--- src/rtl/arf_cfg.svh ---
// arf_cfg.svh: offsets, field positions, reset values and counts of the
// result queue readout. assumes inclusion by bare name, definitions only.
`ifndef ARF_CFG_SVH
`define ARF_CFG_SVH

// --------------------------------------------------------------------
// apb register byte offsets
// --------------------------------------------------------------------
`define ARF_OFS_RESULT   12'h000
`define ARF_OFS_STATUS   12'h004
`define ARF_OFS_MASK     12'h008
`define ARF_OFS_CONFIG   12'h00C
`define ARF_OFS_LEVEL    12'h010

// --------------------------------------------------------------------
// result register field positions
// --------------------------------------------------------------------
`define ARF_RES_MSB      11
`define ARF_BIT_SIGN     12
`define ARF_BIT_PEN      13
`define ARF_BIT_OFLW     14
`define ARF_BIT_DONE     15

// --------------------------------------------------------------------
// status / mask / config fields
// --------------------------------------------------------------------
`define ARF_STS_W        2
`define ARF_STS_READY    0
`define ARF_STS_OVERRUN  1
`define ARF_CFG_DIFF     0

// --------------------------------------------------------------------
// reset values and sizes
// --------------------------------------------------------------------
`define ARF_STS_RST      2'h0
`define ARF_MASK_RST     2'h0
`define ARF_CFG_RST      1'h0
`define ARF_QUEUE_DEPTH  4
`define ARF_RES_W        12
`define ARF_ADDR_W       12

`endif

--- src/rtl/arf_pkg.sv ---
// arf_pkg.sv: types of the result queue readout.
// assumes arf_cfg.svh sits beside it.
package arf_pkg;

	// apb slave phase: capture read data, then answer
	typedef enum logic [1:0]
	{
		ARF_IDLE,
		ARF_CAPTURE,
		ARF_ANSWER
	} arf_apb_st_t;

endpackage

--- src/rtl/arf_top.sv ---
// arf_top.sv: converter result queue with a clear-on-read readout register,
// reached over apb, with sticky event status and a level interrupt.
// assumes the converter core pulses conv_valid once per finished result,
// and that pen_down is already a clean level in the pclk domain.
//
// The address map and register access over APB were decided locally.
`timescale 1ns/1ps
`include "arf_cfg.svh"

module arf_top
	import arf_pkg::*;
#(
	parameter int DEPTH = `ARF_QUEUE_DEPTH,
	parameter int RES_W = `ARF_RES_W
)
(
	input  wire logic                   pclk,
	input  wire logic                   presetn,
	input  wire logic                   psel,
	input  wire logic                   penable,
	input  wire logic                   pwrite,
	input  wire logic [`ARF_ADDR_W-1:0] paddr,
	input  wire logic [31:0]            pwdata,
	input  wire logic [3:0]             pstrb,
	output logic      [31:0]            prdata,
	output logic                        pready,
	output logic                        pslverr,
	input  wire logic                   conv_valid,
	input  wire logic [RES_W-1:0]       conv_data,
	input  wire logic                   conv_sign,
	input  wire logic                   pen_down,
	output logic                        irq
);

	// the display register is one of the entries; the rest sit behind it
	localparam int BACK  = DEPTH - 1;
	localparam int ENT_W = RES_W + 1;
	localparam int LVL_W = $clog2(BACK + 1);
	localparam int OCC_W = $clog2(DEPTH + 1);

	// ----------------------------------------------------------------
	// state
	// ----------------------------------------------------------------
	arf_apb_st_t               st_q;
	arf_apb_st_t               st_d;
	logic [31:0]               rdata_q;
	logic                      err_q;
	logic                      rd_done_q;
	logic                      rd_oflw_q;
	logic [RES_W-1:0]          res_q;
	logic                      sign_q;
	logic                      done_q;
	logic                      oflw_q;
	logic [`ARF_STS_W-1:0]     sts_q;
	logic [`ARF_STS_W-1:0]     mask_q;
	logic                      diff_q;

	logic                      back_ready;
	logic                      back_valid;
	logic [ENT_W-1:0]          back_data;
	logic [LVL_W-1:0]          back_level;

	// ----------------------------------------------------------------
	// helpers
	// ----------------------------------------------------------------
	// match the bus address against one register offset
	function automatic logic hit(input logic [`ARF_ADDR_W-1:0] a,
		input logic [`ARF_ADDR_W-1:0] ofs);
		hit = (a == ofs);
	endfunction

	// place a status-wide flag field in the low bits of a bus word
	function automatic logic [31:0] flag_word(input logic [`ARF_STS_W-1:0] f);
		flag_word = {{(32-`ARF_STS_W){1'b0}}, f};
	endfunction

	// ----------------------------------------------------------------
	// address decode
	// ----------------------------------------------------------------
	wire sel_res  = hit(paddr, `ARF_OFS_RESULT);
	wire sel_sts  = hit(paddr, `ARF_OFS_STATUS);
	wire sel_mask = hit(paddr, `ARF_OFS_MASK);
	wire sel_cfg  = hit(paddr, `ARF_OFS_CONFIG);
	wire sel_lvl  = hit(paddr, `ARF_OFS_LEVEL);
	wire mapped   = sel_res | sel_sts | sel_mask | sel_cfg | sel_lvl;

	// ----------------------------------------------------------------
	// apb phase control
	// ----------------------------------------------------------------
	wire access   = psel & penable;
	wire complete = access & (st_q == ARF_ANSWER);
	wire capture  = access & (st_q == ARF_CAPTURE);
	wire wr_ok    = complete & pwrite & mapped & pstrb[0];
	wire rd_res   = complete & ~pwrite & sel_res;

	always_comb
	begin
		st_d = st_q;
		case (st_q)
			ARF_IDLE:
				if (psel & ~penable)
					st_d = ARF_CAPTURE;
			ARF_CAPTURE:
				if (access)
					st_d = ARF_ANSWER;
				else if (~psel)
					st_d = ARF_IDLE;
			ARF_ANSWER:
				st_d = ARF_IDLE;
			default:
				st_d = ARF_IDLE;
		endcase
	end

	assign pready  = (st_q == ARF_ANSWER);
	assign pslverr = pready & err_q;
	assign prdata  = rdata_q;

	always_ff @(posedge pclk or negedge presetn)
	begin
		if (!presetn)
			st_q <= ARF_IDLE;
		else
			st_q <= st_d;
	end

	// ----------------------------------------------------------------
	// readout word as software sees it
	// ----------------------------------------------------------------
	wire [RES_W-1:0] res_shown  = done_q ? res_q : '0;
	wire             sign_shown = done_q & diff_q & sign_q;

	wire [15:0] result_word =
	{
		done_q,
		oflw_q,
		pen_down,
		sign_shown,
		res_shown
	};

	wire [OCC_W-1:0] occupancy = OCC_W'(back_level) + OCC_W'(done_q);

	// ----------------------------------------------------------------
	// read words of every mapped offset
	// ----------------------------------------------------------------
	wire [31:0] word_res  = {16'h0000, result_word};
	wire [31:0] word_sts  = flag_word(sts_q);
	wire [31:0] word_mask = flag_word(mask_q);
	wire [31:0] word_cfg  = {31'h00000000, diff_q};
	wire [31:0] word_lvl  = {{(32-OCC_W){1'b0}}, occupancy};

	wire [31:0] rd_mux =
		sel_res  ? word_res :
		sel_sts  ? word_sts :
		sel_mask ? word_mask :
		sel_cfg  ? word_cfg :
		sel_lvl  ? word_lvl :
		32'h00000000;

	// read data and the flags it carried are frozen one edge before the
	// completing edge; the pop then acts only on what software was shown
	wire [31:0] rdata_d = pwrite ? 32'h00000000 : rd_mux;

	always_ff @(posedge pclk or negedge presetn)
	begin
		if (!presetn)
			rdata_q <= 32'h00000000;
		else if (capture)
			rdata_q <= rdata_d;
	end

	always_ff @(posedge pclk or negedge presetn)
	begin
		if (!presetn)
			err_q <= 1'b0;
		else if (capture)
			err_q <= ~mapped;
	end

	always_ff @(posedge pclk or negedge presetn)
	begin
		if (!presetn)
		begin
			rd_done_q <= 1'b0;
			rd_oflw_q <= 1'b0;
		end
		else if (capture)
		begin
			rd_done_q <= done_q;
			rd_oflw_q <= oflw_q;
		end
	end

	// ----------------------------------------------------------------
	// queue behind the display register
	// ----------------------------------------------------------------
	// total capacity is the display entry plus the entries behind it
	wire queue_full = done_q & ~back_ready;
	wire push_in    = conv_valid & ~queue_full;
	wire dropped    = conv_valid & queue_full;
	wire popped     = rd_res & rd_done_q;

	// refill waits a clock after a pop so done is seen low once
	wire refill     = ~done_q & back_valid & ~popped;
	wire [ENT_W-1:0] push_entry = {conv_sign, conv_data};

	arf_fifo
	#(
		.WIDTH (ENT_W),
		.DEPTH (BACK)
	)
	arf_fifo_inst
	(
		.clk        (pclk),
		.rst_n      (presetn),
		.push_valid (push_in),
		.push_ready (back_ready),
		.push_data  (push_entry),
		.pop_valid  (back_valid),
		.pop_ready  (refill),
		.pop_data   (back_data),
		.level      (back_level)
	);

	// ----------------------------------------------------------------
	// display register
	// ----------------------------------------------------------------
	logic                      done_d;
	logic [RES_W-1:0]          res_d;
	logic                      sign_d;

	always_comb
	begin
		done_d = done_q;
		res_d  = res_q;
		sign_d = sign_q;
		if (refill)
		begin
			done_d = 1'b1;
			res_d  = back_data[RES_W-1:0];
			sign_d = back_data[RES_W];
		end
		else if (popped)
		begin
			done_d = 1'b0;
			res_d  = '0;
			sign_d = 1'b0;
		end
	end

	always_ff @(posedge pclk or negedge presetn)
	begin
		if (!presetn)
		begin
			done_q <= 1'b0;
			res_q  <= '0;
			sign_q <= 1'b0;
		end
		else
		begin
			done_q <= done_d;
			res_q  <= res_d;
			sign_q <= sign_d;
		end
	end

	// ----------------------------------------------------------------
	// overflow flag
	// ----------------------------------------------------------------
	// a drop in the clearing cycle keeps the flag set
	wire oflw_clr = rd_res & rd_oflw_q;

	always_ff @(posedge pclk or negedge presetn)
	begin
		if (!presetn)
			oflw_q <= 1'b0;
		else if (dropped)
			oflw_q <= 1'b1;
		else if (oflw_clr)
			oflw_q <= 1'b0;
	end

	// ----------------------------------------------------------------
	// software control registers
	// ----------------------------------------------------------------
	// writes to the result and level offsets fall through untouched
	wire wr_mask = wr_ok & sel_mask;
	wire wr_cfg  = wr_ok & sel_cfg;
	wire wr_sts  = wr_ok & sel_sts;

	always_ff @(posedge pclk or negedge presetn)
	begin
		if (!presetn)
		begin
			mask_q <= `ARF_MASK_RST;
			diff_q <= `ARF_CFG_RST;
		end
		else
		begin
			if (wr_mask)
				mask_q <= pwdata[`ARF_STS_W-1:0];
			if (wr_cfg)
				diff_q <= pwdata[`ARF_CFG_DIFF];
		end
	end

	// ----------------------------------------------------------------
	// sticky event status and interrupt
	// ----------------------------------------------------------------
	logic [`ARF_STS_W-1:0] evt;
	logic [`ARF_STS_W-1:0] clr;

	always_comb
	begin
		evt = '0;
		evt[`ARF_STS_READY]   = refill;
		evt[`ARF_STS_OVERRUN] = dropped;
	end

	assign clr = wr_sts ? pwdata[`ARF_STS_W-1:0] : '0;
	wire [`ARF_STS_W-1:0] sts_d = (sts_q & ~clr) | evt;

	// new events win over a write-one-to-clear in the same cycle
	always_ff @(posedge pclk or negedge presetn)
	begin
		if (!presetn)
			sts_q <= `ARF_STS_RST;
		else
			sts_q <= sts_d;
	end

	wire [`ARF_STS_W-1:0] pending = sts_q & mask_q;
	assign irq = |pending;

endmodule

--- src/rtl/arf_fifo.sv ---
// arf_fifo.sv: small queue with valid/ready on both sides.
// assumes one clock and an asynchronous active-low reset.
`timescale 1ns/1ps

module arf_fifo
	import arf_pkg::*;
#(
	parameter int WIDTH = 13,
	parameter int DEPTH = 3,
	parameter int LVL_W = $clog2(DEPTH + 1)
)
(
	input  wire logic               clk,
	input  wire logic               rst_n,
	input  wire logic               push_valid,
	output logic                    push_ready,
	input  wire logic [WIDTH-1:0]   push_data,
	output logic                    pop_valid,
	input  wire logic               pop_ready,
	output logic      [WIDTH-1:0]   pop_data,
	output logic      [LVL_W-1:0]   level
);

	localparam int IDX_W = (DEPTH > 1) ? $clog2(DEPTH) : 1;

	logic [WIDTH-1:0] mem [DEPTH];
	logic [IDX_W-1:0] wr_q;
	logic [IDX_W-1:0] rd_q;
	logic [LVL_W-1:0] cnt_q;

	// wrap an index at the queue depth
	function automatic logic [IDX_W-1:0] bump(input logic [IDX_W-1:0] idx);
		bump = (idx == IDX_W'(DEPTH - 1)) ? '0 : idx + IDX_W'(1);
	endfunction

	wire do_push = push_valid & push_ready;
	wire do_pop  = pop_valid & pop_ready;

	assign push_ready = (cnt_q != LVL_W'(DEPTH));
	assign pop_valid  = (cnt_q != '0);
	assign pop_data   = mem[rd_q];
	assign level      = cnt_q;

	always_ff @(posedge clk)
	begin
		if (do_push)
			mem[wr_q] <= push_data;
	end

	always_ff @(posedge clk or negedge rst_n)
	begin
		if (!rst_n)
		begin
			wr_q  <= '0;
			rd_q  <= '0;
			cnt_q <= '0;
		end
		else
		begin
			if (do_push)
				wr_q <= bump(wr_q);
			if (do_pop)
				rd_q <= bump(rd_q);
			if (do_push & ~do_pop)
				cnt_q <= cnt_q + LVL_W'(1);
			else if (do_pop & ~do_push)
				cnt_q <= cnt_q - LVL_W'(1);
		end
	end

endmodule

--- config.mk ---
export PLATFORM = sky130hd
export DESIGN_NAME = arf_top
export DESIGN_NICKNAME = d
export VERILOG_FILES = /design/src/rtl/arf_pkg.sv /design/src/rtl/arf_top.sv /design/src/rtl/arf_fifo.sv
export VERILOG_INCLUDE_DIRS = /design/src /design/src/rtl
export SDC_FILE = /design/constraint.sdc
export NUM_CORES = 1
export LEC_CHECK = 0
export BUFFER_PORTS_ARGS = -buffer_cell sky130_fd_sc_hd__buf_2
export CORE_ASPECT_RATIO = 1.1
export CORE_MARGIN = 5
export CORE_UTILIZATION = 35
export DETAILED_ROUTE_END_ITERATION = 12
export PLACE_DENSITY = 0.7
export SETUP_SLACK_MARGIN = 0.4
export SKIP_CTS_REPAIR_TIMING = 1
export SLEW_MARGIN = 20
export SYNTH_ARGS = -nofsm -noshare
export SYNTH_HDL_FRONTEND = slang
export SYNTH_HIERARCHICAL = 1
export SYNTH_SLANG_ARGS = --single-unit
--- constraint.sdc ---
create_clock -name pclk -period 2.4 [get_ports pclk]
set_input_delay 0.6 -clock pclk [delete_from_list [all_inputs] [get_ports pclk]]
set_output_delay 0.6 -clock pclk [all_outputs]
set_load 0.1 [all_outputs]
# ---- Word level (Yosys, flattened, before mapping)
# Memory sizes are Yosys's and may differ from the RTL's.
# Index checks and enable logic that the tools add are counted.
# W data, S select, Z words.
dict set report classes {
  mux 25
  n_addsub 5
  n_eq_ne 11
  n_reduce_logical 8
  bitwise 43
}
# operator n
set ops {}
lappend ops {{$mux W12} 3}
lappend ops {{$mux W16} 2}
lappend ops {{$and A1 B1 Y1} 26}
lappend ops {{$eq A12 B4 Y1 const B} 2}
lappend ops {{$mux W2} 8}
lappend ops {{$eq A12 B3 Y1 const B} 1}
lappend ops {{$eq A12 B5 Y1 const B} 1}
lappend ops {{$logic_not A12 Y1} 1}
lappend ops {{$mux W3} 4}
lappend ops {{$not A1 Y1} 9}
lappend ops {{$reduce_bool A2 Y1} 4}
lappend ops {{$mux W1} 7}
lappend ops {{$add A2 B1 Y2 const B} 3}
lappend ops {{$eq A2 B2 Y1 const B} 3}
lappend ops {{$and A2 B2 Y2} 2}
lappend ops {{$ne A2 B2 Y1 const B} 2}
lappend ops {{$or A1 B1 Y1} 4}
lappend ops {{$pmux W2 S2} 1}
lappend ops {{$add A2 B1 Y3} 1}
lappend ops {{$ne A3 B3 Y1 const B} 1}
lappend ops {{$eq A2 B1 Y1 const B} 1}
lappend ops {{$logic_not A2 Y1} 1}
lappend ops {{$not A2 Y2} 1}
lappend ops {{$or A2 B2 Y2} 1}
lappend ops {{3 further kinds} 3}
dict set report totals {
  mem_count 1
  word_cells 108
  regBits 63
  in_bits 68
  out_inout_bits 35
  ram_bits 39
}
# memory depth word_bits read_ports rd_ports_with_merged_regs wr line_no
set memory_table {}
lappend memory_table {arf_fifo_inst.mem 3 13 1 0 1 arf_fifo.sv:26} ;# logic [WIDTH-1:0] mem [DEPTH];

# ---- Logic depth before layout (Yosys ltp)
# Gate-level depths: netlist of run 1.
dict set report logic_depth {
  depth_word 12
  ltp_mapped 11
  mapped_depth_nobuf 9
}

# ---- Cells and area by module
# Netlist of run 1, hierarchy kept.
# module area_per_inst_um2 cells_each n_inst seq_area_each_um2
set by_module_without_submodules {}
lappend by_module_without_submodules {arf_top 1975.6 199 1 1026.0}
lappend by_module_without_submodules {arf_fifo 1759.2 109 1 1321.3}

# ---- Worst setup path before layout of run 1
# No wires, ideal clock.
dict set report synth_path {
  kind {flip-flop to output port}
  start {register st_q[0]}
  end {output pslverr}
  slack_ns -0.851
  path_buffers 0
  required_ns 1.800
  path_stages_with_launch 3
  arrival_ns 2.651
  path_cell_list {dfrtp_1 > nor2b_1 > and2_1}
}
dict set report synth_between {
  elab_chain_len 2
}
# element line_no
set synth_rtl {}
lappend synth_rtl {{from (decl)} arf_top.sv:44} ;# arf_apb_st_t st_q;
lappend synth_rtl {{from (signal assigned)} arf_top.sv:124} ;# st_q <= st_d;
lappend synth_rtl {{$eq A2 B2 Y1} arf_top.sv:115} ;# assign pready = (st_q == ARF_ANSWER);
lappend synth_rtl {{net pready} arf_top.sv:26} ;# output logic pready,
lappend synth_rtl {{$and A1 B1 Y1} arf_top.sv:116} ;# assign pslverr = pready & err_q;
lappend synth_rtl {{to (decl)} arf_top.sv:27} ;# output logic pslverr,
# The timed path passes the listed nets, and every way through them passes these cells.

# ---- Final worst setup path of run 1
dict set report layout_path {
  start {register st_q[0]}
  end {register mask_q[1]}
}
dict set report layout_between {
  elab_chain_len 6
}
# element line_no
set layout_rtl {}
lappend layout_rtl {{$eq A2 B2 Y1} arf_top.sv:91} ;# wire complete = access & (st_q == ARF_ANSWER);
lappend layout_rtl {{$and A1 B1 Y1} arf_top.sv:91}
lappend layout_rtl {{$and A1 B1 Y1 (3 in series)} arf_top.sv:93} ;# wire wr_ok = complete & pwrite & mapped & pstrb[0];
lappend layout_rtl {{$and A1 B1 Y1} arf_top.sv:288} ;# wire wr_mask = wr_ok & sel_mask;
lappend layout_rtl {{to (signal assigned)} arf_top.sv:296} ;# mask_q <= `ARF_MASK_RST;
lappend layout_rtl {{to (signal assigned)} arf_top.sv:302} ;# mask_q <= pwdata[`ARF_STS_W-1:0];
lappend layout_rtl {{to (decl)} arf_top.sv:55} ;# logic [`ARF_STS_W-1:0] mask_q;
# No other way between the ends.
# A chain may end at the register's enable or synchronous reset.

==> results of run 1 <==
==> cell families after synthesis <==
kind of cell,share of synthesized area [%]
AND/OR/NAND/NOR,14.0
flip-flops,62.8
AO/OA/AOI/OAI,10.7
buffers and inverters,5.96
multiplexers,4.66
adder cells (fa/ha/maj),1.01
XOR/XNOR,0.704
other,0.100
==> synthesized netlist by cell type (2+ instances only) <==
library cell | n | area share [%]
ha_1 | 3 | 1.0
nor3_1 | 4 | 0.54
nor2_1 | 11 | 1.1
buf_4 | 19 | 3.8
nand2_1 | 59 | 5.9
buf_2 | 4 | 0.54
dfrtp_1 | 47 | 31
mux2i_1 | 14 | 3.8
buf_6 | 2 | 0.60
a21oi_1 | 15 | 2.0
nor3b_1 | 2 | 0.40
xor2_1 | 2 | 0.47
mux2_2 | 3 | 0.90
o21ai_0 | 21 | 2.8
o31ai_1 | 3 | 0.60
edfxtp_1 | 39 | 31
nand3b_1 | 2 | 0.40
clkbuf_1 | 5 | 0.50
a21o_1 | 5 | 1.0
nand2b_1 | 3 | 0.50
nand4b_1 | 2 | 0.47
nor2b_1 | 4 | 0.67
inv_1 | 4 | 0.40
nand3_1 | 2 | 0.27
a22o_1 | 10 | 2.3
==> through the flow <==
| stage | hold slack, ns | area (um2) | utilization (%) | power [mW] | worst slack (ns) |
|---|---|---|---|---|---|
| after CTS | 0.188 | 4510 | 43.4 | 3.86 | 0.366 |
| after global placement | 0.454 | 4200 | 40.4 | 2.38 | 0.0727 |
| after global routing | 0.207 | 4530 | 43.6 | 4.00 | 0.349 |
| final | 0.189 | 4530 | 43.6 | 3.82 | 0.448 |
| after floorplan | 0.304 | 3820 | - | 2.25 | 0.0171 |
| after detailed placement | 0.466 | 4200 | 40.4 | 2.40 | 0.0292 |
==> final timing paths <==
kind                       startpoint                     to
max reg2reg                   st_q[0]              mask_q[1]
min in group pclk             penable                st_q[0]
max                           st_q[0]              mask_q[1]
max in group asynchronous     presetn             prdata[15]
min reg2reg                 prdata[1]              prdata[1]
min                           presetn  arf_fifo_inst/wr_q[0]
==> routing by layer <==
layer / GRT usage [%] / vias up
met5: 0 / -
li1: - / 1191
met4: 4.03 / 0
met1: 14.5 / 1182
met2: 19.9 / 71
met3: 4.47 / 6
==> flip-flops by register name, indices dropped and copies added (netlist names) <==
register	flops
arf_fifo_inst/mem	39
prdata	16
res_q	12
arf_fifo_inst/level	2
arf_fifo_inst/rd_q	2
arf_fifo_inst/wr_q	2
mask_q	2
st_q	2
sts_q	2
diff_q	1
done_q	1
err_q	1
oflw_q	1
rd_done_q	1
rd_oflw_q	1
sign_q	1
==> power breakdown <==
group	internal (mW)	total, mW	switching (mW)	leakage [nW]
Sequential	1.72	1.82	0.0949	0.906
Combinational	0.190	0.552	0.363	0.872
Clock	0.831	1.45	0.615	0.148
Total	2.74	3.82	1.07	1.93
==> worst max-delay path, stage by stage, from the launching register on <==
cell and delay, ns:
dfrtp_1 0.42, and4b_1 0.31, buf_4 0.14, nand4b_1 0.25, nor4b_4 0.34, mux2_2 0.38
==> cell type report <==
| class | count | share of cell area (%) |
|---|---|---|
| clock buffers | 9 | 4.97 |
| repair buffers | 71 | 8.90 |
| well taps | 143 | 3.95 |
| clock inverters | 7 | 1.93 |
| multi-input cells | 202 | 28.1 |
| inverters | 4 | 0.331 |
| flip-flops and latches | 86 | 51.8 |
==> impl_metrics.toml, run 1 <==
[timing]
final_max_slew_viol_count = 0
relSlewSlack_pct = 48.0
fin_setup_tns_ns = 0
worstMarginPinSlew_ns = 0.780
rsz0062_at_grt = "yes"
setup_viol = 0
fmax_mhz = 512
skew_ns = 0.00664
hold_viol_final = 0
min_period_over_period_pct = 81.3
post-route-min-period_ns = 1.95

[setup_path]
worst_setup_path_end_kind = "register"
reg2reg_depth = 5
crit_type = "register to register"
worstPathRequired_ns = 2.63
rrSetupSlack_ns = 0.45
arrival_ns = 2.18
start_kind = "register"
worstPathMaxFanout = 4

[finish]
nFillCells = 963
fin_cells = 522
regArea_um2 = 2350
drive_gt1_share_pct = 27.7
final_cell_mix = "nand2_1, buf_2, dfrtp_1"
nets = 445
n_antenna_cell = 0
final_common_cell = "nand2_1"
synthToLayoutAreaGrowth_pct = 21.3
multi_input_area_um2 = 1270

[die]
rows = 39
boundaryPins = 103
start_util_pct = 35.9
dieArea_um2 = 12800
die_x_um = 108
core_area_um2 = 10400
die_h_um = 118

[route]
wl_met2_mm = 3.64
route.met3.wl_um = 511
wl_met1_mm = 3.04
drt-wirelength-per-cell_um = 13.9
dr.max_layer_used = "met4"
drt_iter0_drc = 101
drtAntennaViolNets = 0
drc = 0
via_per_inst = 4.69
wirelength_mm = 7.26
routed-via-count = 2450
drtPass1Iterations = 4

[place]
place_congestion = 0.780
dpl.hpwl_mm = 5.19
numPortBuffers = 53
dp_cells = 506

[global_routing]
grt_first_pass_wirelength_mm = 12.1
grt_start_max_net_pins = 30
grt_overflow_total = 0
grt_usage_pct = 12.1
antenna_found_initial = 0
grt_pass1_vias = 2487

[logic_synthesis]
ys_ff_latch = 86
synth_edf_count = 39
syn_area_per_cell_um2 = 12.1
ys_warn_count = 6
synth_area_um2 = 3730
seq_area_frac_synth_pct = 62.8
ys_types = 48
synth_ff_type = "dfrtp_1"
syn_inst = 308
async_reset_ff_share_pct = 54.7

[clocking]
clock_latency_ns = 0.34
clock-sinks = 86
cts.clk_slew.worst_paths_ns = 0.07
htreeDepth = 3
ctsLongestPathBuffers = 2
cts-root-buf = "clkbuf_16"
cts_buffers = 9
cts_tree = "built"

[pwr]
p_per_area_nw_per_um2 = 843
power.leakage_nw = 1.93
peakVddDrop_uv = 663

[run_status]
outcome = "finished clean"

[min_path]
hold_class = "input pin to asynchronous set/reset pin"

[flow_run]
drv_cap = 0
No activity file was read; power rests on OpenSTA's default activity.
==> run 2, diff against run 1 <==
==> constraint.sdc (replaced) <==
create_clock -name pclk -period 1.7 [get_ports pclk]
set_input_delay 0.425 -clock pclk [delete_from_list [all_inputs] [get_ports pclk]]
set_output_delay 0.425 -clock pclk [all_outputs]
set_load 0.1 [all_outputs]
==> run 2 against run 1 <==
Net effect: final area rose by 19%; die area did not move; combinational power rose by 83%; largest power group unchanged; sequential share of layout area fell by 7.7 points; via count rose by 6.3%; highest routed layer unchanged; utilization rose by 8.1 points; flip-flop and latch count did not move; clock skew fell by 0.0018 ns; routed wire length rose by 13%; the run now ends with negative setup slack left.
==> impl_metrics.toml, run 2 (synthesis gave the netlist of run 1 again) <==
[place]
numPortBuffers = 53
dpl.hpwl_mm = 5.38
place_congestion = 0.780
place_area_um2 = 4400

[finish]
regMostFlops = "arf_fifo_inst/mem"
final_cell_mix = "nand2_1, edfxtp_1, buf_2"
final_area_um2 = 5370
drive_gt1_share_pct = 44.8
nFillCells = 875
multi_input_area_um2 = 1490
nets = 470
regArea_um2 = 2370
final_common_cell = "nand2_1"
largest_reg_flops = 39
n_antenna_cell = 0
synthToLayoutAreaGrowth_pct = 43.8

[setup_path]
crit_type = "register to register"
arrival_ns = 2.11
worst_setup_path_end_kind = "register"
rr_startpoint = "st_q[0]"
worstPathMaxFanout = 3
rrSetupSlack_ns = -0.19
start_kind = "register"
worstPathRequired_ns = 1.92
timing.rr.end = "mask_q[0]"
reg2reg_depth = 5

[clocking]
cts_buffers = 9
htreeDepth = 3
cts-root-buf = "clkbuf_16"
ctsLongestPathBuffers = 2
clock_latency_ns = 0.33
clock-sinks = 86
cts.clk_slew.worst_paths_ns = 0.06
cts_tree = "built"

[route]
drt_iter0_drc = 78
via_per_inst = 4.76
drtAntennaViolNets = 0
drtPass1Iterations = 4
wirelength_mm = 8.23
drt-wirelength-per-cell_um = 15.1
drc = 0
routed-via-count = 2604

[die]
start_util_pct = 35.9
die_h_um = 118
boundaryPins = 103
dieArea_um2 = 12800
core_area_um2 = 10400
rows = 39
die_x_um = 108

[timing]
hold_viol_final = 0
setup_viol = 8
fmax_mhz = 528
final_max_slew_viol_count = 0
hold_ws_ns = 0.0645
post-route-min-period_ns = 1.89
skew_ns = 0.00489
fin_ws_ns = -0.194
rsz0062_at_grt = "yes"
min_period_over_period_pct = 111

[global_routing]
grt_first_pass_wirelength_mm = 12.0
grt_util_met2_pct = 19.4
met3_usage_pct = 2.51
met1_usage_pct = 15.5
grt_start_max_net_pins = 48
grt_overflow_total = 0
top_usage_layer = "met2"
grt_usage_pct = 11.8
antenna_found_initial = 0
grt_pass1_vias = 2452

[pwr]
p_per_area_nw_per_um2 = 1000
total_power_mw = 5.37
peakVddDrop_uv = 675
power.leakage_nw = 2.18

[run_status]
violations = "negative setup slack"
outcome = "complete, but fails checks"

[min_path]
hold_class = "input pin to asynchronous set/reset pin"

[flow_run]
drv_cap = 0
[run 2: changes by cell type in the layout (fill, tap and decap cells not counted), sizes merged]
cell and change:
clkbuf +2, clkinv +1, buf +24, bufinv -1, inv -3, clkinvlp +2
[run 2: per-layer routing]
layer / up-vias / share of wire [%]
met5: - / 0
met4: 0 / 1.2
met3: 10 / 4.5
met2: 65 / 52
met1: 1281 / 43
li1: 1248 / -
[run 2: power breakdown]
group	internal (mW)	switching, mW	leakage (nW)
combinational	0.415	0.594	1.18
clock	0.997	0.809	0.121
sequential	2.44	0.118	0.878
[run 2: stage by stage]
| stage | cells | setup TNS [ns] | util, % | setup slack, ns |
|---|---|---|---|---|
| after floorplan | 323 | -3.14 | - | -0.507 |
| after global placement | 515 | -3.97 | 42.3 | -0.402 |
| after detailed placement | 515 | -5.52 | 42.3 | -0.476 |
| after CTS | 531 | -0.859 | 45.0 | -0.207 |
| after global routing | 547 | -1.67 | 51.7 | -0.264 |
| final | 547 | -0.815 | 51.7 | -0.194 |
[run 2: worst max path at each step]
| stage | from | to | cells past startpoint |
|---|---|---|---|
| after floorplan | paddr[9] | arf_fifo_inst/level[1] | 11 |
| after detailed placement | paddr[9] | arf_fifo_inst/level[1] | 10 |
| after global routing | st_q[0] | mask_q[1] | 5 |
| after global placement | paddr[9] | arf_fifo_inst/level[1] | 10 |
| after CTS | st_q[0] | arf_fifo_inst/level[1] | 8 |
| final | st_q[0] | mask_q[0] | 5 |
[run 2: critical path: stages, from the launching register on]
cell      delay, ns
dfrtp_1        0.42
and4b_1        0.34
buf_6          0.12
nand4b_1       0.23
nor4b_4        0.32
mux2_2         0.36
[run 2: cell type report]
cell class              count  share of cell area, %
multi-input cells         202                   27.8
flip-flops and latches     86                   44.1
clock inverters             6                  0.886
inverters                   4                  0.280
clock buffers              10                   4.26
repair buffers             96                   19.3
well taps                 143                   3.33
